File: src/inc/wdru_pkg.sv
// Purpose: shared constants and types for the watchdog reload/unlock block
// Assumes: 32-bit Avalon-MM slave, byte addresses are four times the index
// Notes:   one clock domain; the watchdog oscillator arrives as a tick pulse
//
// Summary of operation
// - key register at FF0H is write-only
// - 55H then AAH unlocks the reload bytes
// - key writes only advance the unlock logic
// - locked reload bytes ignore all writes
// - key address reads return reset-cause register
// - refresh copies 24-bit reload into counter
// - upper 23:16, middle 15:8, low 7:0
// - reads give live count, writes set reload
// - decrement per tick, time-out at zero
// - reload bytes written in order, else relock
// - time-out gives interrupt or reset, sets flag
// - refresh ignored once count is 000002H or less
package wdru_pkg;

    // register indices and the byte address width
    localparam logic [11:0] IDX_KEY    = 12'h0ff0;
    localparam logic [11:0] IDX_UPPER  = 12'h0ff1;
    localparam logic [11:0] IDX_MIDDLE = 12'h0ff2;
    localparam logic [11:0] IDX_LOW    = 12'h0ff3;
    localparam int          ADDR_W     = 14;

    // unlock key values
    localparam logic [7:0] KEY_FIRST  = 8'h55;
    localparam logic [7:0] KEY_SECOND = 8'haa;

    // reload byte reset values
    localparam logic [7:0] RST_UPPER  = 8'h00;
    localparam logic [7:0] RST_MIDDLE = 8'h04;
    localparam logic [7:0] RST_LOW    = 8'h00;

    // counter thresholds
    localparam logic [23:0] REFRESH_FLOOR = 24'h00_0002;
    localparam logic [23:0] RELOAD_MIN    = 24'h00_0004;
    localparam logic [23:0] COUNT_LAST    = 24'h00_0001;

    // reset-cause register layout
    localparam logic [7:0] RC_RESET   = 8'h80;
    localparam int         RC_POR_BIT = 7;
    localparam int         RC_WDT_BIT = 5;

    // accepted register write, decoded
    typedef struct packed {
        logic       any;
        logic       key;
        logic       upper;
        logic       middle;
        logic       low;
        logic [7:0] data;
    } wdru_wr_s;

    // unlock sequencer states
    typedef enum logic [4:0] {
        U_LOCKED   = 5'b0_0001,
        U_KEY1     = 5'b0_0010,
        U_OPEN_UP  = 5'b0_0100,
        U_OPEN_MID = 5'b0_1000,
        U_OPEN_LOW = 5'b1_0000
    } wdru_unlock_e;

endpackage

File: src/core/wdru_unlock.sv
// Purpose: key sequence tracker that opens the reload bytes one at a time
// Assumes: wr carries one accepted register write per pulse
// Notes:   any write out of order drops back to locked, except a 55H key write, which goes to U_KEY1
`timescale 1ns/100ps
`default_nettype none
module wdru_unlock (
    // clock and reset
    input  wire logic              clock,
    input  wire logic              rst_n,
    // decoded write
    input  wire wdru_pkg::wdru_wr_s wr,
    // write permissions
    output logic                   allow_upper,
    output logic                   allow_middle,
    output logic                   allow_low
);
    wdru_pkg::wdru_unlock_e state_reg;  // current state
    wdru_pkg::wdru_unlock_e state_next; // next state

    // next state on each write
    always_comb begin
        state_next = state_reg;
        if (wr.any) begin
            state_next = wdru_pkg::U_LOCKED; // stray write relocks
            if (wr.key && wr.data == wdru_pkg::KEY_FIRST) begin
                state_next = wdru_pkg::U_KEY1;
            end
            case (state_reg)
                wdru_pkg::U_LOCKED: begin
                end
                wdru_pkg::U_KEY1: begin
                    if (wr.key && wr.data == wdru_pkg::KEY_SECOND) begin
                        state_next = wdru_pkg::U_OPEN_UP;
                    end
                end
                wdru_pkg::U_OPEN_UP: begin
                    if (wr.upper) state_next = wdru_pkg::U_OPEN_MID;
                end
                wdru_pkg::U_OPEN_MID: begin
                    if (wr.middle) state_next = wdru_pkg::U_OPEN_LOW;
                end
                wdru_pkg::U_OPEN_LOW: begin
                    if (wr.low) state_next = wdru_pkg::U_LOCKED;
                end
                default: state_next = wdru_pkg::U_LOCKED;
            endcase
        end
    end

    // state register
    always_ff @(posedge clock or negedge rst_n) begin
        if (!rst_n) state_reg <= wdru_pkg::U_LOCKED;
        else        state_reg <= state_next;
    end

    // one byte open at a time
    assign allow_upper  = (state_reg == wdru_pkg::U_OPEN_UP);
    assign allow_middle = (state_reg == wdru_pkg::U_OPEN_MID);
    assign allow_low    = (state_reg == wdru_pkg::U_OPEN_LOW);
endmodule
`default_nettype wire

File: src/core/wdru_counter.sv
// Purpose: 24-bit watchdog down-counter
// Assumes: tick is a one-cycle pulse per oscillator period
// Notes:   wraps from zero to all ones and keeps counting
`timescale 1ns/100ps
`default_nettype none
module wdru_counter #(
    parameter int CW = 24 // counter width
) (
    // clock and reset
    input  wire logic          clock,
    input  wire logic          rst_n,
    // control
    input  wire logic          running,
    input  wire logic          start,
    input  wire logic          refresh,
    input  wire logic          tick,
    input  wire logic [CW-1:0] reload,
    // state
    output logic      [CW-1:0] count,
    output logic               timeout
);
    logic refresh_ok; // refresh still allowed

    assign refresh_ok = refresh && running && (count > wdru_pkg::REFRESH_FLOOR);

    // count update: first start, then refresh, then tick
    always_ff @(posedge clock or negedge rst_n) begin
        if (!rst_n) begin
            count <= '0;
        end else if (start || refresh_ok) begin
            count <= reload;
        end else if (tick && running) begin
            count <= count - 1'b1;
        end
    end

    // one-cycle pulse as the count lands on zero
    always_ff @(posedge clock or negedge rst_n) begin
        if (!rst_n) timeout <= 1'b0;
        else timeout <= tick && running && !start && !refresh_ok
                        && (count == wdru_pkg::COUNT_LAST);
    end
endmodule
`default_nettype wire

File: src/core/wdru_top.sv
// Purpose: watchdog reload registers, unlock gate and reset-cause register
// Assumes: Avalon-MM slave, byte address, only byte lane 0 carries data
// Notes:   every access is answered one cycle after it is presented
`timescale 1ns/100ps
`default_nettype none
module wdru_top (
    // clock and reset
    input  wire logic        clock,
    input  wire logic        rst_n,
    // avalon-mm slave
    input  wire logic [13:0] avs_address,
    input  wire logic        avs_read,
    input  wire logic        avs_write,
    input  wire logic [31:0] avs_writedata,
    input  wire logic [3:0]  avs_byteenable,
    output logic      [31:0] avs_readdata,
    output logic             avs_waitrequest,
    // watchdog oscillator tick
    input  wire logic        osc_tick,
    // cpu refresh instruction
    input  wire logic        refresh_instr,
    // debugger active keeps refreshing
    input  wire logic        debug_mode,
    // option straps
    input  wire logic        timeout_response_option,
    input  wire logic        always_on_option,
    // time-out results and running flag
    output logic             timeout_irq,
    output logic             timeout_sys_reset,
    output logic             watchdog_running
);

    // address match against a register index
    function automatic logic hit(input logic [13:0] addr,
                                 input logic [11:0] idx);
        hit = (addr == {idx, 2'b00});
    endfunction

    // ------------------------------------------------------------
    // bus handshake
    // ------------------------------------------------------------

    logic wait_reg;      // waitrequest flop
    logic take;          // request taken this edge
    logic rd_take;       // read taken
    logic wr_take;       // write taken, lane 0 enabled
    logic sel_key;       // key / reset-cause address
    logic sel_upper;     // upper reload byte
    logic sel_middle;    // middle reload byte
    logic sel_low;       // low reload byte

    // address decode
    assign sel_key    = hit(avs_address, wdru_pkg::IDX_KEY);
    assign sel_upper  = hit(avs_address, wdru_pkg::IDX_UPPER);
    assign sel_middle = hit(avs_address, wdru_pkg::IDX_MIDDLE);
    assign sel_low    = hit(avs_address, wdru_pkg::IDX_LOW);

    // a request is taken when waitrequest is still high
    assign take    = (avs_read || avs_write) && wait_reg;
    assign rd_take = take && avs_read;
    assign wr_take = take && avs_write && avs_byteenable[0];

    // waitrequest drops for one cycle per access
    always_ff @(posedge clock or negedge rst_n) begin
        if (!rst_n) begin
            wait_reg <= 1'b1;
        end else if (take) begin
            wait_reg <= 1'b0; // answer next cycle
        end else begin
            wait_reg <= 1'b1; // re-arm after answer
        end
    end

    assign avs_waitrequest = wait_reg;

    // ------------------------------------------------------------
    // decoded writes and the unlock sequencer
    // ------------------------------------------------------------

    wdru_pkg::wdru_wr_s wr;     // accepted write
    logic allow_upper;          // upper byte open
    logic allow_middle;         // middle byte open
    logic allow_low;            // low byte open

    // pack the accepted write for the sequencer
    always_comb begin
        wr.any    = wr_take;
        wr.key    = wr_take && sel_key;
        wr.upper  = wr_take && sel_upper;
        wr.middle = wr_take && sel_middle;
        wr.low    = wr_take && sel_low;
        wr.data   = avs_writedata[7:0];
    end

    // key sequence tracker
    wdru_unlock u_unlock (
        .clock        (clock),
        .rst_n        (rst_n),
        .wr           (wr),
        .allow_upper  (allow_upper),
        .allow_middle (allow_middle),
        .allow_low    (allow_low)
    );

    // ------------------------------------------------------------
    // reload bytes
    // ------------------------------------------------------------

    logic [7:0]  upper_reg;   // reload bits 23:16
    logic [7:0]  middle_reg;  // reload bits 15:8
    logic [7:0]  low_reg;     // reload bits 7:0
    logic [23:0] reload;      // joined reload value

    // upper byte, only while open
    always_ff @(posedge clock or negedge rst_n) begin
        if (!rst_n) begin
            upper_reg <= wdru_pkg::RST_UPPER;
        end else if (wr.upper && allow_upper) begin
            upper_reg <= wr.data;
        end
    end

    // middle byte, only while open
    always_ff @(posedge clock or negedge rst_n) begin
        if (!rst_n) begin
            middle_reg <= wdru_pkg::RST_MIDDLE;
        end else if (wr.middle && allow_middle) begin
            middle_reg <= wr.data;
        end
    end

    // low byte, only while open
    always_ff @(posedge clock or negedge rst_n) begin
        if (!rst_n) begin
            low_reg <= wdru_pkg::RST_LOW;
        end else if (wr.low && allow_low) begin
            low_reg <= wr.data;
        end
    end

    // byte order of the reload value
    assign reload = {upper_reg, middle_reg, low_reg};

    // ------------------------------------------------------------
    // option straps, caught after reset release
    // ------------------------------------------------------------

    logic strap_done_reg;  // straps already sampled
    logic resp_irq_reg;    // time-out raises interrupt
    logic always_on_reg;   // start without refresh

    // sample straps on the first edge after release
    always_ff @(posedge clock or negedge rst_n) begin
        if (!rst_n) begin
            strap_done_reg <= 1'b0;
            resp_irq_reg   <= 1'b0;
            always_on_reg  <= 1'b0;
        end else if (!strap_done_reg) begin
            strap_done_reg <= 1'b1;
            resp_irq_reg   <= timeout_response_option;
            always_on_reg  <= always_on_option;
        end
    end

    // ------------------------------------------------------------
    // run control and counter
    // ------------------------------------------------------------

    logic        running_reg;  // counter enabled
    logic        start;        // first enable pulse
    logic        refresh;      // refresh request
    logic [23:0] count;        // live count
    logic        timeout;      // count reached zero

    // debugger holds the count off zero
    assign refresh = refresh_instr || debug_mode;

    // first refresh or always-on strap starts the count
    assign start = !running_reg && (refresh_instr || always_on_reg);

    // once running, the watchdog never stops
    always_ff @(posedge clock or negedge rst_n) begin
        if (!rst_n) begin
            running_reg <= 1'b0;
        end else if (start) begin
            running_reg <= 1'b1;
        end
    end

    // the down-counter itself
    wdru_counter #(
        .CW (24)
    ) u_counter (
        .clock   (clock),
        .rst_n   (rst_n),
        .running (running_reg),
        .start   (start),
        .refresh (refresh),
        .tick    (osc_tick),
        .reload  (reload),
        .count   (count),
        .timeout (timeout)
    );

    // ------------------------------------------------------------
    // time-out response
    // ------------------------------------------------------------

    logic irq_reg;    // interrupt request pulse
    logic sysrst_reg; // system reset request pulse

    // route the time-out by the response strap
    always_ff @(posedge clock or negedge rst_n) begin
        if (!rst_n) begin
            irq_reg    <= 1'b0;
            sysrst_reg <= 1'b0;
        end else begin
            irq_reg    <= timeout && resp_irq_reg;
            sysrst_reg <= timeout && !resp_irq_reg;
        end
    end

    assign timeout_irq       = irq_reg;
    assign timeout_sys_reset = sysrst_reg;

    // running state as an output flop
    always_ff @(posedge clock or negedge rst_n) begin
        if (!rst_n) watchdog_running <= 1'b0;
        else        watchdog_running <= running_reg;
    end

    // ------------------------------------------------------------
    // reset-cause register, shares the key address
    // ------------------------------------------------------------

    logic [7:0] cause_reg;  // reset-cause bits
    logic [7:0] cause_next; // next value

    // read clears, a time-out in the same cycle still sets
    always_comb begin
        cause_next = cause_reg;
        if (rd_take && sel_key) begin
            cause_next = 8'h00;
        end
        if (timeout) begin
            cause_next[wdru_pkg::RC_WDT_BIT] = 1'b1;
        end
    end

    // power-on flag set by reset itself
    always_ff @(posedge clock or negedge rst_n) begin
        if (!rst_n) cause_reg <= wdru_pkg::RC_RESET;
        else        cause_reg <= cause_next;
    end

    // ------------------------------------------------------------
    // coherent count reads
    // ------------------------------------------------------------

    logic [15:0] snap_reg;       // lower count bytes at upper read
    logic        snap_valid_reg; // snapshot pending

    // upper read freezes the lower bytes until low is read
    always_ff @(posedge clock or negedge rst_n) begin
        if (!rst_n) begin
            snap_reg       <= 16'h0000;
            snap_valid_reg <= 1'b0;
        end else if (rd_take && sel_upper) begin
            snap_reg       <= count[15:0];
            snap_valid_reg <= 1'b1;
        end else if (rd_take && sel_low) begin
            snap_valid_reg <= 1'b0; // sequence done
        end
    end

    // ------------------------------------------------------------
    // read data
    // ------------------------------------------------------------

    logic [7:0] rd_byte; // selected read byte

    // byte returned for the current address
    always_comb begin
        rd_byte = 8'h00; // unmapped reads zero
        if (sel_key) begin
            rd_byte = cause_reg;
        end else if (sel_upper) begin
            rd_byte = count[23:16];
        end else if (sel_middle) begin
            rd_byte = snap_valid_reg ? snap_reg[15:8] : count[15:8];
        end else if (sel_low) begin
            rd_byte = snap_valid_reg ? snap_reg[7:0] : count[7:0];
        end
    end

    // read data latched with the answer
    always_ff @(posedge clock or negedge rst_n) begin
        if (!rst_n) begin
            avs_readdata <= 32'h0000_0000;
        end else if (rd_take) begin
            avs_readdata <= {24'h00_0000, rd_byte};
        end
    end

endmodule
`default_nettype wire

File: config.mk
export PLATFORM = sky130hd
export DESIGN_NAME = wdru_top
export DESIGN_NICKNAME = d
export VERILOG_FILES = /design/src/inc/wdru_pkg.sv /design/src/core/wdru_unlock.sv /design/src/core/wdru_counter.sv /design/src/core/wdru_top.sv
export SDC_FILE = /design/constraint.sdc
export NUM_CORES = 1
export LEC_CHECK = 0
export BUFFER_PORTS_ARGS = -buffer_cell sky130_fd_sc_hd__clkbuf_2
export CORE_ASPECT_RATIO = 0.8
export CORE_MARGIN = 2
export CORE_UTILIZATION = 30
export DETAILED_ROUTE_END_ITERATION = 10
export GPL_ROUTABILITY_DRIVEN = 1
export PLACE_DENSITY = 0.5
export SKIP_CTS_REPAIR_TIMING = 1
export SLEW_MARGIN = 10
export SYNTH_ARGS = -nofsm -noshare
export SYNTH_HDL_FRONTEND = slang
export SYNTH_SLANG_ARGS = --single-unit
File: constraint.sdc
create_clock -name clock -period 2.6 [get_ports clock]
set_input_delay 0.39 -clock clock [delete_from_list [all_inputs] [get_ports clock]]
set_output_delay 0.39 -clock clock [all_outputs]
set_load 0.01 [all_outputs]
# [Yosys cells after proc, flatten, opt, wreduce, memory -nomap -nowiden]
# Index checks and enable logic that the tools add are counted.
[word_totals] output_inout_bits=36 input_bits=59 word_cells=88 regBits=89
[classes] n_lt_le_gt_ge=1 reduce_logical=36 mux=19 addsub=1 n_eq_ne=12
[ops] operator="14-bit equality test, second input constant" count=4
[ops] operator="24-bit 2-to-1 mux" count=2
[ops] operator="8-bit 2-to-1 mux" count=6
[ops] operator="1-bit logical AND" count=25
[ops] operator="5-bit case mux with 5 select lines" count=1
[ops] operator="24-bit by 1-bit equality test with 1-bit output, second input constant" count=1
[ops] operator="24-bit by 2-bit > comparator with 1-bit output, second input constant" count=1
[ops] operator="24-bit by 1-bit subtractor with 24-bit output, second input constant" count=1
[ops] operator="8-bit by 7-bit equality test with 1-bit output, second input constant" count=1
[ops] operator="8-bit equality test, second input constant" count=1
[ops] operator="6-bit 2-to-1 mux" count=1
[ops] operator="2-bit nonzero test" count=3
[ops] operator="5-bit by 1-bit equality test with 1-bit output, second input constant" count=1
[ops] operator="5-bit by 2-bit equality test with 1-bit output, second input constant" count=1
[ops] operator="5-bit by 3-bit equality test with 1-bit output, second input constant" count=1
[ops] operator="5-bit by 4-bit equality test with 1-bit output, second input constant" count=1
[ops] operator="5-bit equality test, second input constant" count=1
[ops] operator="5-bit 2-to-1 mux" count=1
[ops] operator="1-bit zero test" count=4
[ops] operator="1-bit logical OR" count=4
[ops] operator="1-bit 2-to-1 mux" count=4
[ops] operator="2-bit 2-to-1 mux" count=2
[ops] operator="4-bit 2-to-1 mux" count=1
[ops] operator="3-bit 2-to-1 mux" count=1

# [Logic depth before layout (Yosys ltp)]
# Gate-level depths: netlist of run 1.
[depth] depth_word=9 mapped_depth=8 ltp_nobuf=7

# [By module]
# From an unflattened synthesis of run 1, not the netlist that was laid out.
[unflattened] hier_cells=411 hier_area_um2=4988.5
[by_module_without_submodules] mod="wdru_top" seq_area_each_um2=1480.2 cells_each=232 instances=1 area_each_um2=2942.8
[by_module_without_submodules] mod="wdru_counter" seq_area_each_um2=625.6 cells_each=129 instances=1 area_each_um2=1580.3
[by_module_without_submodules] mod="wdru_unlock" seq_area_each_um2=126.4 cells_each=50 instances=1 area_each_um2=465.4

# [Least setup slack after synthesis of run 1]
# No wires, ideal clock.
[synth_path] path_kind="input port to flip-flop" startpoint="input port avs_address[0]" endpoint="register snap_reg[10]" stages=7 setup_time_ns=0.125 t_required_ns=2.475 n_path_buf=2 path_slack_ns=0.589 t_arrival_ns=1.886 cell_sequence="nand4bb_1 -> nor4b_4 -> nand2_2 -> or3_1 -> buf_6 -> buf_6 -> mux2_4"
[synth_via] elab_chain_len=2
[synth_lines] element="start: declaration" line="wdru_top.sv:11" text="input wire logic [13:0] avs_address,"
[synth_lines] element="14-bit equality test" line="wdru_top.sv:36" text="hit = (addr == {idx, 2'b00});"
[synth_lines] element="1-bit logical AND" line="wdru_top.sv:268" text="end else if (rd_take && sel_upper) begin"
[synth_lines] element="end signal: assignment" line="wdru_top.sv:269" text="snap_reg <= count[15:0];"
[synth_lines] element="end: declaration" line="wdru_top.sv:260" text="logic [15:0] snap_reg;"
# Every way passes these cells.
# A chain may end at the register's enable or synchronous reset.

# [Worst setup path in the final report of run 1]
[layout_path] startpoint="register u_counter.count[7]" endpoint="register u_counter.count[9]"
[layout_via] elab_chain_len=4 elab_cells_between_ends=7 cone_classes="add/sub: 1; order compare: 1; mux: 2; reduce/logical: 3"
[layout_lines] element="start: declaration" line="wdru_counter.sv:19" text="output logic [CW-1:0] count,"
[layout_lines] element="start signal: assignment" line="wdru_counter.sv:31" text="count <= reload;"
[layout_lines] element="start signal: assignment" line="wdru_counter.sv:33" text="count <= count - 1'b1;"
[layout_lines] element="24-bit by 2-bit > comparator with 1-bit output" line="wdru_counter.sv:24" text="assign refresh_ok = refresh && running && (count > wdru_pkg::REFRESH_FLOOR);"
[layout_lines] element="1-bit logical AND" line="wdru_counter.sv:24"
[layout_lines] element="1-bit logical OR" line="wdru_counter.sv:30" text="end else if (start || refresh_ok) begin"
[layout_lines] element="24-bit 2-to-1 mux / 2-bit nonzero test (equally long branches)"
# Parallel ways exist; a longest one is shown, timed or not. The select of a mux whose other input is x is not followed.

==> report_table.html, run 1 <==
<table>
<tr><th>Metric</th><th>Value</th></tr>
<tr><th colspan="2">Cells and area</th></tr>
<tr><td>Area Growth Syn to Fin</td><td>14.1%</td></tr>
<tr><td>Commonest non-fill, non-tap cell in the layout</td><td>dfrtp_1</td></tr>
<tr><td>Fill cells</td><td>1622</td></tr>
<tr><td>Inserted Diodes</td><td>0</td></tr>
<tr><td>Share of post-route cells with drive strength above 1</td><td>27.0%</td></tr>
<tr><td>Area of the multi-input gates</td><td>approximately 0.0023 mm^2</td></tr>
<tr><td>Number of nets in the final layout</td><td>543</td></tr>
<tr><td>Flip-flop count of the largest register after layout</td><td>24</td></tr>
<tr><td>Commonest non-fill, non-tap cells in the layout</td><td>dfrtp_1, clkbuf_2, nand2_1</td></tr>
<tr><td>Area of all sequential standard cells</td><td>roughly 0.0022 mm^2</td></tr>
<tr><th colspan="2">CTS</th></tr>
<tr><td>Number of sinks on the clock net</td><td>89</td></tr>
<tr><td>Buffer cell driving the clock tree root</td><td>clkbuf_16</td></tr>
<tr><td>Worst-skew pair later-pin latency</td><td>0.34 ns</td></tr>
<tr><td>Post-CTS clock slew at the launch and capture registers of the worst setup and hold paths</td><td>approximately 0.07 ns</td></tr>
<tr><td>H-tree depth</td><td>3</td></tr>
<tr><td>Maximum clock path buffer count</td><td>2</td></tr>
<tr><td>Clock tree from TritonCTS</td><td>yes</td></tr>
<tr><td>Number of CTS-inserted buffers</td><td>9</td></tr>
<tr><th colspan="2">Die</th></tr>
<tr><td>Floorplan core area</td><td>0.0157 mm^2</td></tr>
<tr><td>Width of the die</td><td>145 um</td></tr>
<tr><td>Height of the die</td><td>117 um</td></tr>
<tr><td>Starting utilization of the core area</td><td>30.6%</td></tr>
<tr><td>Die area</td><td>0.0170 mm^2</td></tr>
<tr><td>Number of top-level pins</td><td>95</td></tr>
<tr><td>Floorplan row count</td><td>41</td></tr>
<tr><th colspan="2">Yosys</th></tr>
<tr><td>Post-synth EDFFs</td><td>0</td></tr>
<tr><td>Mapped Avg Cell Area</td><td>between 10 and 15 um^2</td></tr>
<tr><td>Synthesized-area fraction occupied by ao, oa, aoi and oai cells</td><td>13.9%</td></tr>
<tr><td>Most used DFF post-synth</td><td>dfrtp_1</td></tr>
<tr><td>Syn. warnings</td><td>0</td></tr>
<tr><td>Fraction of registers with async set or reset after synthesis</td><td>100%</td></tr>
<tr><td>Post-synth design cell area</td><td>0.00480 mm^2</td></tr>
<tr><td>Library cells used by synthesis</td><td>56</td></tr>
<tr><td>Post-synthesis share of cell area spent on full adders, half adders and majority gates</td><td>0.782%</td></tr>
<tr><td>Dominant combinational cell family by area after synthesis</td><td>multiplexers</td></tr>
<tr><td>Fraction of synthesized area in multiplexers</td><td>16.6%</td></tr>
<tr><td>Post-synthesis sequential area ratio</td><td>~47%</td></tr>
<tr><td>Synthesis-stage register bit count</td><td>89</td></tr>
<tr><td>Synthesized-area fraction occupied by and/or/nand/nor cells</td><td>14.7%</td></tr>
<tr><td>XOR/XNOR Fraction of Synth Area</td><td>less than 1%</td></tr>
<tr><td>Cells after synthesis</td><td>440</td></tr>
<tr><th colspan="2">Routing</th></tr>
<tr><td>Total wire length</td><td>11800 um</td></tr>
<tr><td>Post-DRT Antenna Nets</td><td>0</td></tr>
<tr><td>Post-detailed-route DRC marker count</td><td>0</td></tr>
<tr><td>First-pass iteration count of the detailed router</td><td>7</td></tr>
<tr><td>Routed wire length per instance</td><td>16.8 um</td></tr>
<tr><td>DRC violation total after the first TritonRoute iteration</td><td>217</td></tr>
<tr><td>Vias</td><td>around 3500</td></tr>
<tr><td>Ratio of routed vias to standard cells</td><td>4.96</td></tr>
<tr><th colspan="2">Global route</th></tr>
<tr><td>Via count of the first global-routing pass</td><td>3338</td></tr>
<tr><td>First-pass GRT wire length</td><td>18900 um</td></tr>
<tr><td>Global Route Usage Sum</td><td>between 10% and 20%</td></tr>
<tr><td>Total congestion overflow after global routing</td><td>0</td></tr>
<tr><td>Pin count of the biggest net entering global routing</td><td>48</td></tr>
<tr><td>Number of antenna violations at the first check in global routing</td><td>0</td></tr>
<tr><th colspan="2">Power</th></tr>
<tr><td>Max rail drop VDD</td><td>0.445 mV</td></tr>
<tr><td>P per Cell Area</td><td>886 mW/mm^2</td></tr>
<tr><td>Leakage component of the power</td><td>approximately 2.6 nW</td></tr>
<tr><td>Total power</td><td>0.00485 W</td></tr>
<tr><th colspan="2">STA</th></tr>
<tr><td>Worst-case hold slack</td><td>0.0429 ns</td></tr>
<tr><td>Slew headroom</td><td>roughly 46%</td></tr>
<tr><td>Transition time at the pin with the least slew margin</td><td>0.812 ns</td></tr>
<tr><td>Tmin final</td><td>2.26 ns</td></tr>
<tr><td>Hold Vio Cnt, Final</td><td>0</td></tr>
<tr><td>Setup repair after global routing missed its margin</td><td>false</td></tr>
<tr><td>Total count of max-transition violations in the final report</td><td>0</td></tr>
<tr><td>Maximum clock frequency</td><td>between 400 and 500 MHz</td></tr>
<tr><td>Number of setup violations in the final report</td><td>0</td></tr>
<tr><td>Post-route clock skew</td><td>0.00659 ns</td></tr>
<tr><td>Aggregate negative setup slack</td><td>0 ns</td></tr>
<tr><td>Portion of the clock cycle consumed by the worst path in the final layout</td><td>86.8%</td></tr>
<tr><th colspan="2">Worst setup path</th></tr>
<tr><td>Setup crit end kind</td><td>register</td></tr>
<tr><td>CP max FO</td><td>22</td></tr>
<tr><td>Critical Path Max Stage Delay</td><td>~0.46 ns</td></tr>
<tr><td>Data required time of the critical path</td><td>2.82 ns</td></tr>
<tr><td>Type of the worst setup path</td><td>reg -&gt; reg</td></tr>
<tr><td>Slowest cell on crit path</td><td>dfrtp_1</td></tr>
<tr><td>Worst-path cell chain</td><td>nor4_1 -&gt; and4b_1 -&gt; a31o_2 -&gt; nand2_2 -&gt; a22o_1</td></tr>
<tr><td>Sort of element at the start of the critical path</td><td>register</td></tr>
<tr><td>Worst EP arrival</td><td>2.48 ns</td></tr>
<tr><th colspan="2">Flow run</th></tr>
<tr><td>Count of max-cap constraint violations</td><td>0</td></tr>
<tr><th colspan="2">Place</th></tr>
<tr><td>Estimated wirelength of the detail-placed design</td><td>a little under 9000 um</td></tr>
<tr><td>Placer congestion estimate</td><td>0.851</td></tr>
<tr><td>Count of buffers inserted at the top-level ports</td><td>43</td></tr>
<tr><th colspan="2">Hold path</th></tr>
<tr><td>Worst hold path class</td><td>in -&gt; async</td></tr>
<tr><th colspan="2">Status</th></tr>
<tr><td>Run status</td><td>completed</td></tr>
</table>
==> cells by family (layout without fill, tap and decap cells) <==
group	Yosys count	after routing
compound gates	97	97
fa+ha+maj	3	3
other cells	2	25
mux	67	67
simple gates	126	126
buf+inv	52	75
xor+xnor	4	4
flops	89	89
==> final timing paths <==
check / slack (ns) / from / to / cells after the start
setup / recovery: 0.34 / u_counter.count[7]$_DFFE_PN0P_ / u_counter.count[9]$_DFFE_PN0P_ / 5
hold / removal: 0.04 / rst_n / u_unlock.state_reg[1]$_DFFE_PN0P_ / 1
setup reg to reg: 0.34 / u_counter.count[7]$_DFFE_PN0P_ / u_counter.count[9]$_DFFE_PN0P_ / 5
hold reg to reg: 0.44 / resp_irq_reg$_DFFE_PN0N_ / timeout_sys_reset$_DFF_PN0_ / 1
max in group asynchronous: 1.85 / rst_n / middle_reg[2]$_DFFE_PN1P_ / 2
min in group clock: 0.24 / avs_read / avs_waitrequest$_DFF_PN1_ / 2
==> layout make-up <==
class	instances	area share, %
repair buffers	56	5.99
clock buffers	11	4.43
flip-flops and latches	89	40.8
well taps	215	4.91
inverters	3	0.206
clock inverters	5	1.01
multi-input cells	322	42.7
==> power by group <==
group	internal, W	leakage (nW)	switching [W]
clock	0.000768	0.142	0.000544
sequential	0.00154	1.20	0.000244
combinational	0.000681	1.23	0.00107
==> metal layers <==
metal  GRT usage (%)  vias up  part of all wire (%)
li1                -     1674                     -
met1            22.5     1697                    54
met2            20.0       94                    40
met3            3.10       12                   4.6
met4            3.07        0                  0.97
met5               0        -                     0
==> synth_stat cells (all sizes together) (2+ instances only) <==
library cell  number  share of area (%)
dfrtp             85                 44
o2111ai            2               0.37
a31oi              6               0.78
inv                3               0.23
nor4              10                1.6
nor2              23                1.8
conb               2               0.16
nor4bb             8                1.7
nand3              7               0.73
dfstp              4                2.2
xor2               2               0.37
mux2              48                 13
a211oi             3               0.47
mux2i             19                4.0
o311ai             4               0.73
ha                 3               0.78
or4                4               0.63
nor2b              2               0.26
nor3               8               0.94
a21oi             13                1.4
buf               37                5.4
o31ai              4               0.63
xnor2              2               0.37
o41ai              2               0.37
a21o               2               0.31
o21ai             24                2.5
and2               3               0.39
o2bb2ai            3               0.55
nand3b             4               0.63
nand4              4               0.65
a22oi              7                1.1
a22o              17                3.1
or3                4               0.52
o211ai             3               0.47
nand4bb            2               0.47
o22ai              2               0.26
nand2             43                3.5
clkbuf            12               0.94
==> per-stage QoR <==
step / setup slack (ns) / cells / area, um^2 / util [%]
final: 0.344 / 701 / 5480 / 34.9
after global routing: 0.139 / 701 / 5480 / 34.9
after CTS: 0.344 / 701 / 5480 / 34.9
after detailed placement: 0.311 / 685 / 5180 / 33.0
after global placement: 0.341 / 685 / 5180 / 33.0
after floorplan: 0.589 / 463 / 4890 / -
==> critical path: cells and delay by family, from the launching register on <==
family	cells	cell delay [ns]
compound gates	2	0.56
simple gates	3	1.12
flops	1	0.46
(Power assumes the default switching activity.)
==> inputs of run 2 (changes only) <==
Settings changed: ABC_AREA set to 1, CORE_ASPECT_RATIO 0.8 to 1.4, CORE_UTILIZATION 30 to 40, PLACE_DENSITY 0.5 to 0.62.
==> run 2 against run 1 <==
Hold slack got worse by 0.0022 ns. First-iteration DRC count fell by 6.5%. Clock skew rose by 0.0044 ns. Combinational power fell by 15%. Critical path type unchanged. Routed wire length rose by 0.37%.
==> report_table.html, run 2 <==
<table>
<tr><th>Metric</th><th>Value</th></tr>
<tr><th colspan="2">Status</th></tr>
<tr><td>Run status</td><td>completed</td></tr>
<tr><th colspan="2">STA</th></tr>
<tr><td>Transition time at the pin with the least slew margin</td><td>roughly 0.58 ns</td></tr>
<tr><td>Hold Vio Cnt, Final</td><td>0</td></tr>
<tr><td>Final setup slack of the worst path</td><td>0.578 ns</td></tr>
<tr><td>Aggregate negative setup slack</td><td>0 ns</td></tr>
<tr><td>Number of setup violations in the final report</td><td>0</td></tr>
<tr><td>Tmin final</td><td>just over 2 ns</td></tr>
<tr><td>Portion of the clock cycle consumed by the worst path in the final layout</td><td>77.8%</td></tr>
<tr><td>Maximum clock frequency</td><td>494 MHz</td></tr>
<tr><td>Total count of max-transition violations in the final report</td><td>0</td></tr>
<tr><td>Setup repair after global routing missed its margin</td><td>false</td></tr>
<tr><td>Slew headroom</td><td>61.4%</td></tr>
<tr><td>Post-route clock skew</td><td>0.0110 ns</td></tr>
<tr><th colspan="2">Yosys</th></tr>
<tr><td>Most used standard cells in the synthesized netlist</td><td>nand2_1, dfrtp_1, o21ai_0</td></tr>
<tr><td>Library cells used by synthesis</td><td>36</td></tr>
<tr><td>Cells after synthesis</td><td>631</td></tr>
<tr><td>Cell with the most instances after synthesis</td><td>nand2_1</td></tr>
<tr><td>Synthesis-stage register bit count</td><td>89</td></tr>
<tr><td>Fraction of registers with async set or reset after synthesis</td><td>100%</td></tr>
<tr><td>Post-synthesis cell type with the largest combined area</td><td>dfrtp_1</td></tr>
<tr><td>Share of the synthesized area in the top cell type</td><td>43.9%</td></tr>
<tr><td>Post-synthesis sequential area ratio</td><td>46.1%</td></tr>
<tr><td>Syn. warnings</td><td>0</td></tr>
<tr><td>Post-synth design cell area</td><td>slightly below 0.005 mm^2</td></tr>
<tr><td>Post-synth EDFFs</td><td>0</td></tr>
<tr><td>Largest cells by area after synthesis</td><td>dfrtp_1, nand2_1, o21ai_0, inv_1, nand3_1</td></tr>
<tr><td>Most used DFF post-synth</td><td>dfrtp_1</td></tr>
<tr><td>Mapped Avg Cell Area</td><td>7.68 um^2</td></tr>
<tr><th colspan="2">Global route</th></tr>
<tr><td>First-pass GRT wire length</td><td>just under 20000 um</td></tr>
<tr><td>Pin count of the biggest net entering global routing</td><td>47</td></tr>
<tr><td>Total congestion overflow after global routing</td><td>0</td></tr>
<tr><td>Via count of the first global-routing pass</td><td>4114</td></tr>
<tr><td>Number of antenna violations at the first check in global routing</td><td>0</td></tr>
<tr><td>Global Route Usage Sum</td><td>19.1%</td></tr>
<tr><th colspan="2">Routing</th></tr>
<tr><td>Total wire length</td><td>11800 um</td></tr>
<tr><td>Routed wire length per instance</td><td>14.4 um</td></tr>
<tr><td>Ratio of routed vias to standard cells</td><td>5.00</td></tr>
<tr><td>Post-DRT Antenna Nets</td><td>0</td></tr>
<tr><td>Vias</td><td>4128</td></tr>
<tr><td>Post-detailed-route DRC marker count</td><td>0</td></tr>
<tr><td>DRC violation total after the first TritonRoute iteration</td><td>203</td></tr>
<tr><td>First-pass iteration count of the detailed router</td><td>4</td></tr>
<tr><th colspan="2">Worst setup path</th></tr>
<tr><td>Reg-to-reg endpoint</td><td>u_counter.count[1]$_DFFE_PN0P_</td></tr>
<tr><td>Worst Reg-to-Reg Cells</td><td>9</td></tr>
<tr><td>Worst EP arrival</td><td>2.29 ns</td></tr>
<tr><td>R2R Setup Slk</td><td>0.58 ns</td></tr>
<tr><td>Data required time of the critical path</td><td>around 2.9 ns</td></tr>
<tr><td>CP max FO</td><td>25</td></tr>
<tr><td>Sort of element at the start of the critical path</td><td>register</td></tr>
<tr><td>Setup crit end kind</td><td>register</td></tr>
<tr><td>Startpoint of the worst-slack reg-to-reg timing path</td><td>u_counter.count[7]$_DFFE_PN0P_</td></tr>
<tr><td>Type of the worst setup path</td><td>reg -&gt; reg</td></tr>
<tr><th colspan="2">Power</th></tr>
<tr><td>Share of total power consumed by net switching</td><td>38.4%</td></tr>
<tr><td>Max rail drop VDD</td><td>0.355 mV</td></tr>
<tr><td>Leakage component of the power</td><td>2.79 nW</td></tr>
<tr><td>P per Cell Area</td><td>roughly 810 mW/mm^2</td></tr>
<tr><td>P_int</td><td>0.00272 W</td></tr>
<tr><td>Combinational power share</td><td>33.8%</td></tr>
<tr><td>Power dissipated by switching net loads</td><td>0.00169 W</td></tr>
<tr><td>Clock Power Share</td><td>30.0%</td></tr>
<tr><td>Part of the total power dissipated in sequential elements</td><td>36.3%</td></tr>
<tr><th colspan="2">Die</th></tr>
<tr><td>Floorplan row count</td><td>47</td></tr>
<tr><td>Starting utilization of the core area</td><td>41.0%</td></tr>
<tr><td>Width of the die</td><td>around 97 um</td></tr>
<tr><td>Height of the die</td><td>about 130 um</td></tr>
<tr><td>Floorplan core area</td><td>0.0118 mm^2</td></tr>
<tr><td>Number of top-level pins</td><td>95</td></tr>
<tr><td>Die area</td><td>0.0130 mm^2</td></tr>
<tr><th colspan="2">CTS</th></tr>
<tr><td>Clock tree from TritonCTS</td><td>yes</td></tr>
<tr><td>Maximum clock path buffer count</td><td>2</td></tr>
<tr><td>H-tree depth</td><td>3</td></tr>
<tr><td>Number of sinks on the clock net</td><td>89</td></tr>
<tr><td>Number of CTS-inserted buffers</td><td>9</td></tr>
<tr><td>Post-CTS clock slew at the launch and capture registers of the worst setup and hold paths</td><td>0.07 ns</td></tr>
<tr><td>Worst-skew pair later-pin latency</td><td>approximately 0.35 ns</td></tr>
<tr><td>Buffer cell driving the clock tree root</td><td>clkbuf_16</td></tr>
<tr><th colspan="2">Place</th></tr>
<tr><td>Pre-CTS worst setup slack</td><td>between 0.5 and 0.6 ns</td></tr>
<tr><td>Count of buffers inserted at the top-level ports</td><td>43</td></tr>
<tr><td>Placer congestion estimate</td><td>0.947</td></tr>
<tr><td>Estimated wirelength of the detail-placed design</td><td>9130 um</td></tr>
<tr><th colspan="2">Cells and area</th></tr>
<tr><td>Commonest non-fill, non-tap cell in the layout</td><td>nand2_1</td></tr>
<tr><td>Flip-flop count of the largest register after layout</td><td>24</td></tr>
<tr><td>Inserted Diodes</td><td>0</td></tr>
<tr><td>Share of post-route cells with drive strength above 1</td><td>between 10% and 20%</td></tr>
<tr><td>Area Growth Syn to Fin</td><td>11.8%</td></tr>
<tr><td>Share of the core filled with cells</td><td>45.8%</td></tr>
<tr><td>Commonest non-fill, non-tap cells in the layout</td><td>nand2_1, dfrtp_1, o21ai_0</td></tr>
<tr><td>Number of nets in the final layout</td><td>735</td></tr>
<tr><th colspan="2">Hold path</th></tr>
<tr><td>Worst hold path class</td><td>in -&gt; async</td></tr>
<tr><th colspan="2">Flow run</th></tr>
<tr><td>Count of max-cap constraint violations</td><td>0</td></tr>
</table>
[run 2: worst max path at each step]
stage	startpoint	to	slack (ns)	cells past startpoint
3_3_place_gp	u_counter.count[7]$_DFFE_PN0P_	u_counter.count[1]$_DFFE_PN0P_	0.59	9
3_5_place_dp	u_counter.count[7]$_DFFE_PN0P_	u_counter.count[1]$_DFFE_PN0P_	0.59	9
4_1_cts	u_counter.count[7]$_DFFE_PN0P_	u_counter.count[1]$_DFFE_PN0P_	0.57	9
5_1_grt	u_counter.count[16]$_DFFE_PN0P_	u_counter.count[12]$_DFFE_PN0P_	0.32	9
6_report	u_counter.count[7]$_DFFE_PN0P_	u_counter.count[1]$_DFFE_PN0P_	0.58	9
2_1_floorplan	u_counter.count[0]$_DFFE_PN0P_	u_counter.count[17]$_DFFE_PN0P_	1.07	9
[run 2: power by group through the flow]
stage / Combinational (W) / Clock (W) / Sequential, W
final: 0.00149 / 0.00132 / 0.00160
after global routing: 0.00168 / 0.00142 / 0.00162
after CTS: 0.00149 / 0.00136 / 0.00160
after detailed placement: 0.00147 / 0 / 0.00162
after global placement: 0.00145 / 0 / 0.00162
after floorplan: 0.00116 / 0 / 0.00159
[run 2: logic make-up (layout without fill, tap and decap cells)]
group	after synthesis	count (layout)	share of synthesized area (%)
adders and majority gates	3	3	0.775
AOI/OAI and AO/OA	114	114	12.5
and+or+nand+nor	292	292	25.8
other	2	25	0.155
buffers and inverters	110	134	10.8
DFF	89	89	46.1
muxes	2	2	0.465
xor gates and xnor gates	19	19	3.44
[run 2: layout make-up]
type	count	area, um^2
multi-input cells	455	2170
clock inverters	7	78.8
well taps	147	184
inverters	72	270
fillers	1221	6400
repair buffers	46	253
clock buffers	9	225
flip-flops and latches	89	2230
[run 2: per-stage QoR]
step / cells / area [um^2] / hold WS, ns / total power [W]
finish: 825 / 5420 / 0.0407 / 0.00441
global route: 825 / 5420 / 0.0747 / 0.00471
CTS: 825 / 5420 / 0.0619 / 0.00444
detailed placement: 809 / 5110 / 0.394 / 0.00310
global placement: 809 / 5110 / 0.384 / 0.00308
floorplan: 654 / 4930 / 0.0944 / 0.00275
[run 2: metal layers]
layer	part of all wire, %	global-route usage (%)	wire [um]
met1	41	22.7	4890
met2	51	33.9	6100
met3	4.4	3.34	516
met4	2.9	8.06	344
met5	0	0	0
[run 2: worst max-delay path: stages (launching register included)]
cell      delay, ns
dfrtp_1        0.48
nor2_1         0.26
o21ai_0        0.13
nor2_1         0.11
nand2_1        0.11
nand2_2        0.12
nand2_4        0.18
nor2_8         0.35
nand2_1        0.10
o211ai_1       0.09
==> inputs of run 3 (changes only) <==
Settings changed: ABC_AREA 1 to 0, PLACE_DENSITY 0.62 to 0.64.
Clock period 2.6 ns to 1.85 ns, I/O delays scaled along.
==> run 3 against run 2 <==
The flow now finishes with violations (setup timing). Worst setup slack lost 0.76 ns. Critical path depth shrank 2. Clock skew shrank 0.0059 ns. Global-route usage grew 0.81 points. Sequential cell count is the same. Clock power grew 39%. Core utilization grew 7.8 points. Power grew 110%. Hold slack gained 0.087 ns. Register-to-register slack lost 0.76 ns. Design area grew 16%. Via count shrank 5.5%. Critical endpoint is now u_counter.count[15]$_DFFE_PN0P_. Largest cell class is now multi-input combinational cells.
==> report_table.html, run 3 (same netlist as run 1, synthesis figures left out) <==
<table>
<tr><th>Metric</th><th>Value</th></tr>
<tr><th colspan="2">CTS</th></tr>
<tr><td>Number of CTS-inserted buffers</td><td>9</td></tr>
<tr><td>Post-CTS clock slew at the launch and capture registers of the worst setup and hold paths</td><td>0.06 ns</td></tr>
<tr><td>Worst-skew pair later-pin latency</td><td>0.34 ns</td></tr>
<tr><td>H-tree depth</td><td>3</td></tr>
<tr><td>Number of sinks on the clock net</td><td>slightly below 90</td></tr>
<tr><td>Clock tree from TritonCTS</td><td>yes</td></tr>
<tr><td>Maximum clock path buffer count</td><td>2</td></tr>
<tr><td>Buffer cell driving the clock tree root</td><td>clkbuf_16</td></tr>
<tr><th colspan="2">Routing</th></tr>
<tr><td>Vias</td><td>3903</td></tr>
<tr><td>Total wire length</td><td>12900 um</td></tr>
<tr><td>First-pass iteration count of the detailed router</td><td>5</td></tr>
<tr><td>Ratio of routed vias to standard cells</td><td>5.52</td></tr>
<tr><td>Post-detailed-route DRC marker count</td><td>0</td></tr>
<tr><td>Post-DRT Antenna Nets</td><td>0</td></tr>
<tr><td>DRC violation total after the first TritonRoute iteration</td><td>approximately 180</td></tr>
<tr><td>Routed wire length per instance</td><td>18.2 um</td></tr>
<tr><th colspan="2">Die</th></tr>
<tr><td>Width of the die</td><td>between 90 and 100 um</td></tr>
<tr><td>Starting utilization of the core area</td><td>40.8%</td></tr>
<tr><td>Die area</td><td>0.0129 mm^2</td></tr>
<tr><td>Height of the die</td><td>134 um</td></tr>
<tr><td>Floorplan core area</td><td>0.0118 mm^2</td></tr>
<tr><td>Number of top-level pins</td><td>95</td></tr>
<tr><td>Floorplan row count</td><td>47</td></tr>
<tr><th colspan="2">Power</th></tr>
<tr><td>Max rail drop VDD</td><td>0.804 mV</td></tr>
<tr><td>Leakage component of the power</td><td>3.04 nW</td></tr>
<tr><td>P per Cell Area</td><td>1440 mW/mm^2</td></tr>
<tr><th colspan="2">Cells and area</th></tr>
<tr><td>Share of post-route cells with drive strength above 1</td><td>42.0%</td></tr>
<tr><td>Inserted Diodes</td><td>0</td></tr>
<tr><td>Number of nets in the final layout</td><td>roughly 620</td></tr>
<tr><td>Commonest non-fill, non-tap cells in the layout</td><td>dfrtp_1, buf_4, clkbuf_2</td></tr>
<tr><td>Area Growth Syn to Fin</td><td>31.3%</td></tr>
<tr><td>Commonest non-fill, non-tap cell in the layout</td><td>dfrtp_1</td></tr>
<tr><td>Flip-flop count of the largest register after layout</td><td>24</td></tr>
<tr><th colspan="2">Worst setup path</th></tr>
<tr><td>Type of the worst setup path</td><td>reg -&gt; reg</td></tr>
<tr><td>Top cell family by delay on the critical path</td><td>simple AND/OR/NAND/NOR gates</td></tr>
<tr><td>Slowest cell on crit path</td><td>nor4_4</td></tr>
<tr><td>R2R Setup Slk</td><td>-0.19 ns</td></tr>
<tr><td>Data required time of the critical path</td><td>2.08 ns</td></tr>
<tr><td>Setup crit end kind</td><td>register</td></tr>
<tr><td>Worst-path cell chain</td><td>buf_6 -&gt; nor4_4 -&gt; nand4_1 -&gt; buf_4 -&gt; o211ai_1 -&gt; o31ai_2 -&gt; a22o_1</td></tr>
<tr><td>Critical Path Max Stage Delay</td><td>0.41 ns</td></tr>
<tr><td>CP max FO</td><td>4</td></tr>
<tr><td>Worst EP arrival</td><td>between 2 and 2.5 ns</td></tr>
<tr><td>Sort of element at the start of the critical path</td><td>register</td></tr>
<tr><td>Buf+Inv Stages, Crit Path</td><td>2</td></tr>
<tr><th colspan="2">Global route</th></tr>
<tr><td>Total congestion overflow after global routing</td><td>0</td></tr>
<tr><td>Pin count of the biggest net entering global routing</td><td>38</td></tr>
<tr><td>Via count of the first global-routing pass</td><td>around 3800</td></tr>
<tr><td>First-pass GRT wire length</td><td>just under 20000 um</td></tr>
<tr><td>Number of antenna violations at the first check in global routing</td><td>0</td></tr>
<tr><td>Global Route Usage Sum</td><td>19.9%</td></tr>
<tr><th colspan="2">STA</th></tr>
<tr><td>Post-route clock skew</td><td>0.00512 ns</td></tr>
<tr><td>Slew headroom</td><td>63.7%</td></tr>
<tr><td>Hold Vio Cnt, Final</td><td>0</td></tr>
<tr><td>Tmin final</td><td>~2.0 ns</td></tr>
<tr><td>Final setup slack of the worst path</td><td>-0.187 ns</td></tr>
<tr><td>Maximum clock frequency</td><td>491 MHz</td></tr>
<tr><td>Setup repair after global routing missed its margin</td><td>true</td></tr>
<tr><td>Total count of max-transition violations in the final report</td><td>0</td></tr>
<tr><td>Number of setup violations in the final report</td><td>21</td></tr>
<tr><td>Portion of the clock cycle consumed by the worst path in the final layout</td><td>110%</td></tr>
<tr><td>Transition time at the pin with the least slew margin</td><td>0.539 ns</td></tr>
<tr><td>Worst-case hold slack</td><td>0.128 ns</td></tr>
<tr><th colspan="2">Status</th></tr>
<tr><td>Violated checks</td><td>setup timing</td></tr>
<tr><td>Run status</td><td>finished, violations left</td></tr>
<tr><th colspan="2">Flow run</th></tr>
<tr><td>Count of max-cap constraint violations</td><td>0</td></tr>
<tr><th colspan="2">Place</th></tr>
<tr><td>Pre-CTS worst setup slack</td><td>-0.199 ns</td></tr>
<tr><td>Count of buffers inserted at the top-level ports</td><td>43</td></tr>
<tr><td>Placer congestion estimate</td><td>0.939</td></tr>
<tr><td>Estimated wirelength of the detail-placed design</td><td>between 9000 and 10000 um</td></tr>
<tr><th colspan="2">Hold path</th></tr>
<tr><td>Worst hold path class</td><td>in -&gt; reg</td></tr>
</table>
==> run 3: routing by layer <==
metal	track usage [%]	part of all wire [%]	routed length, um	up-vias
li1	-	-	-	1815
met1	24.9	40	5110	1947
met2	33.3	54	6930	120
met3	3.96	3.6	465	21
met4	7.90	2.8	358	0
met5	0	0	0	-
==> run 3: worst paths after layout <==
check | from | end | cells past startpoint
setup / recovery | u_counter.count[2]$_DFFE_PN0P_ | u_counter.count[15]$_DFFE_PN0P_ | 7
hold / removal | avs_write | avs_waitrequest$_DFF_PN1_ | 2
setup reg to reg | u_counter.count[2]$_DFFE_PN0P_ | u_counter.count[15]$_DFFE_PN0P_ | 7
hold reg to reg | resp_irq_reg$_DFFE_PN0N_ | timeout_sys_reset$_DFF_PN0_ | 1
max in group asynchronous | rst_n | middle_reg[2]$_DFFE_PN1P_ | 3
min in group asynchronous | rst_n | timeout_sys_reset$_DFF_PN0_ | 2
==> run 3: final cells by class <==
type / count / area, um^2
fill: 1017 / 5460
multi-input combinational: 322 / 2570
sequential: 89 / 2230
timing repair buffer: 131 / 1010
clock buffer: 11 / 243
tap: 147 / 184
clock inverter: 4 / 53.8
inverter: 3 / 11.3
==> run 3: report_power, final <==
group	switching, W	internal [W]	total, W
Clock	0.000750	0.00108	0.00183
Combinational	0.00245	0.00241	0.00486
Sequential	0.000210	0.00217	0.00238
==> run 3: worst register-to-register path, cell delays in order, from the launching register on <==
cell,delay (ns)
dfrtp_1,0.40
buf_6,0.13
nor4_4,0.41
nand4_1,0.24
buf_4,0.20
o211ai_1,0.22
o31ai_2,0.11
a22o_1,0.21
==> run 3: per-stage QoR <==
stage | utilization, % | setup TNS [ns] | power (W) | cell area, um^2 | cells
2_1_floorplan | - | -0.359 | 0.00437 | 4940 | 463
4_1_cts | 50.7 | -1.87 | 0.00793 | 5960 | 696
3_5_place_dp | 48.2 | -5.44 | 0.00606 | 5670 | 681
3_3_place_gp | 48.2 | -4.25 | 0.00599 | 5670 | 681
5_1_grt | 53.6 | -3.70 | 0.00953 | 6300 | 707
6_report | 53.6 | -2.51 | 0.00906 | 6300 | 707
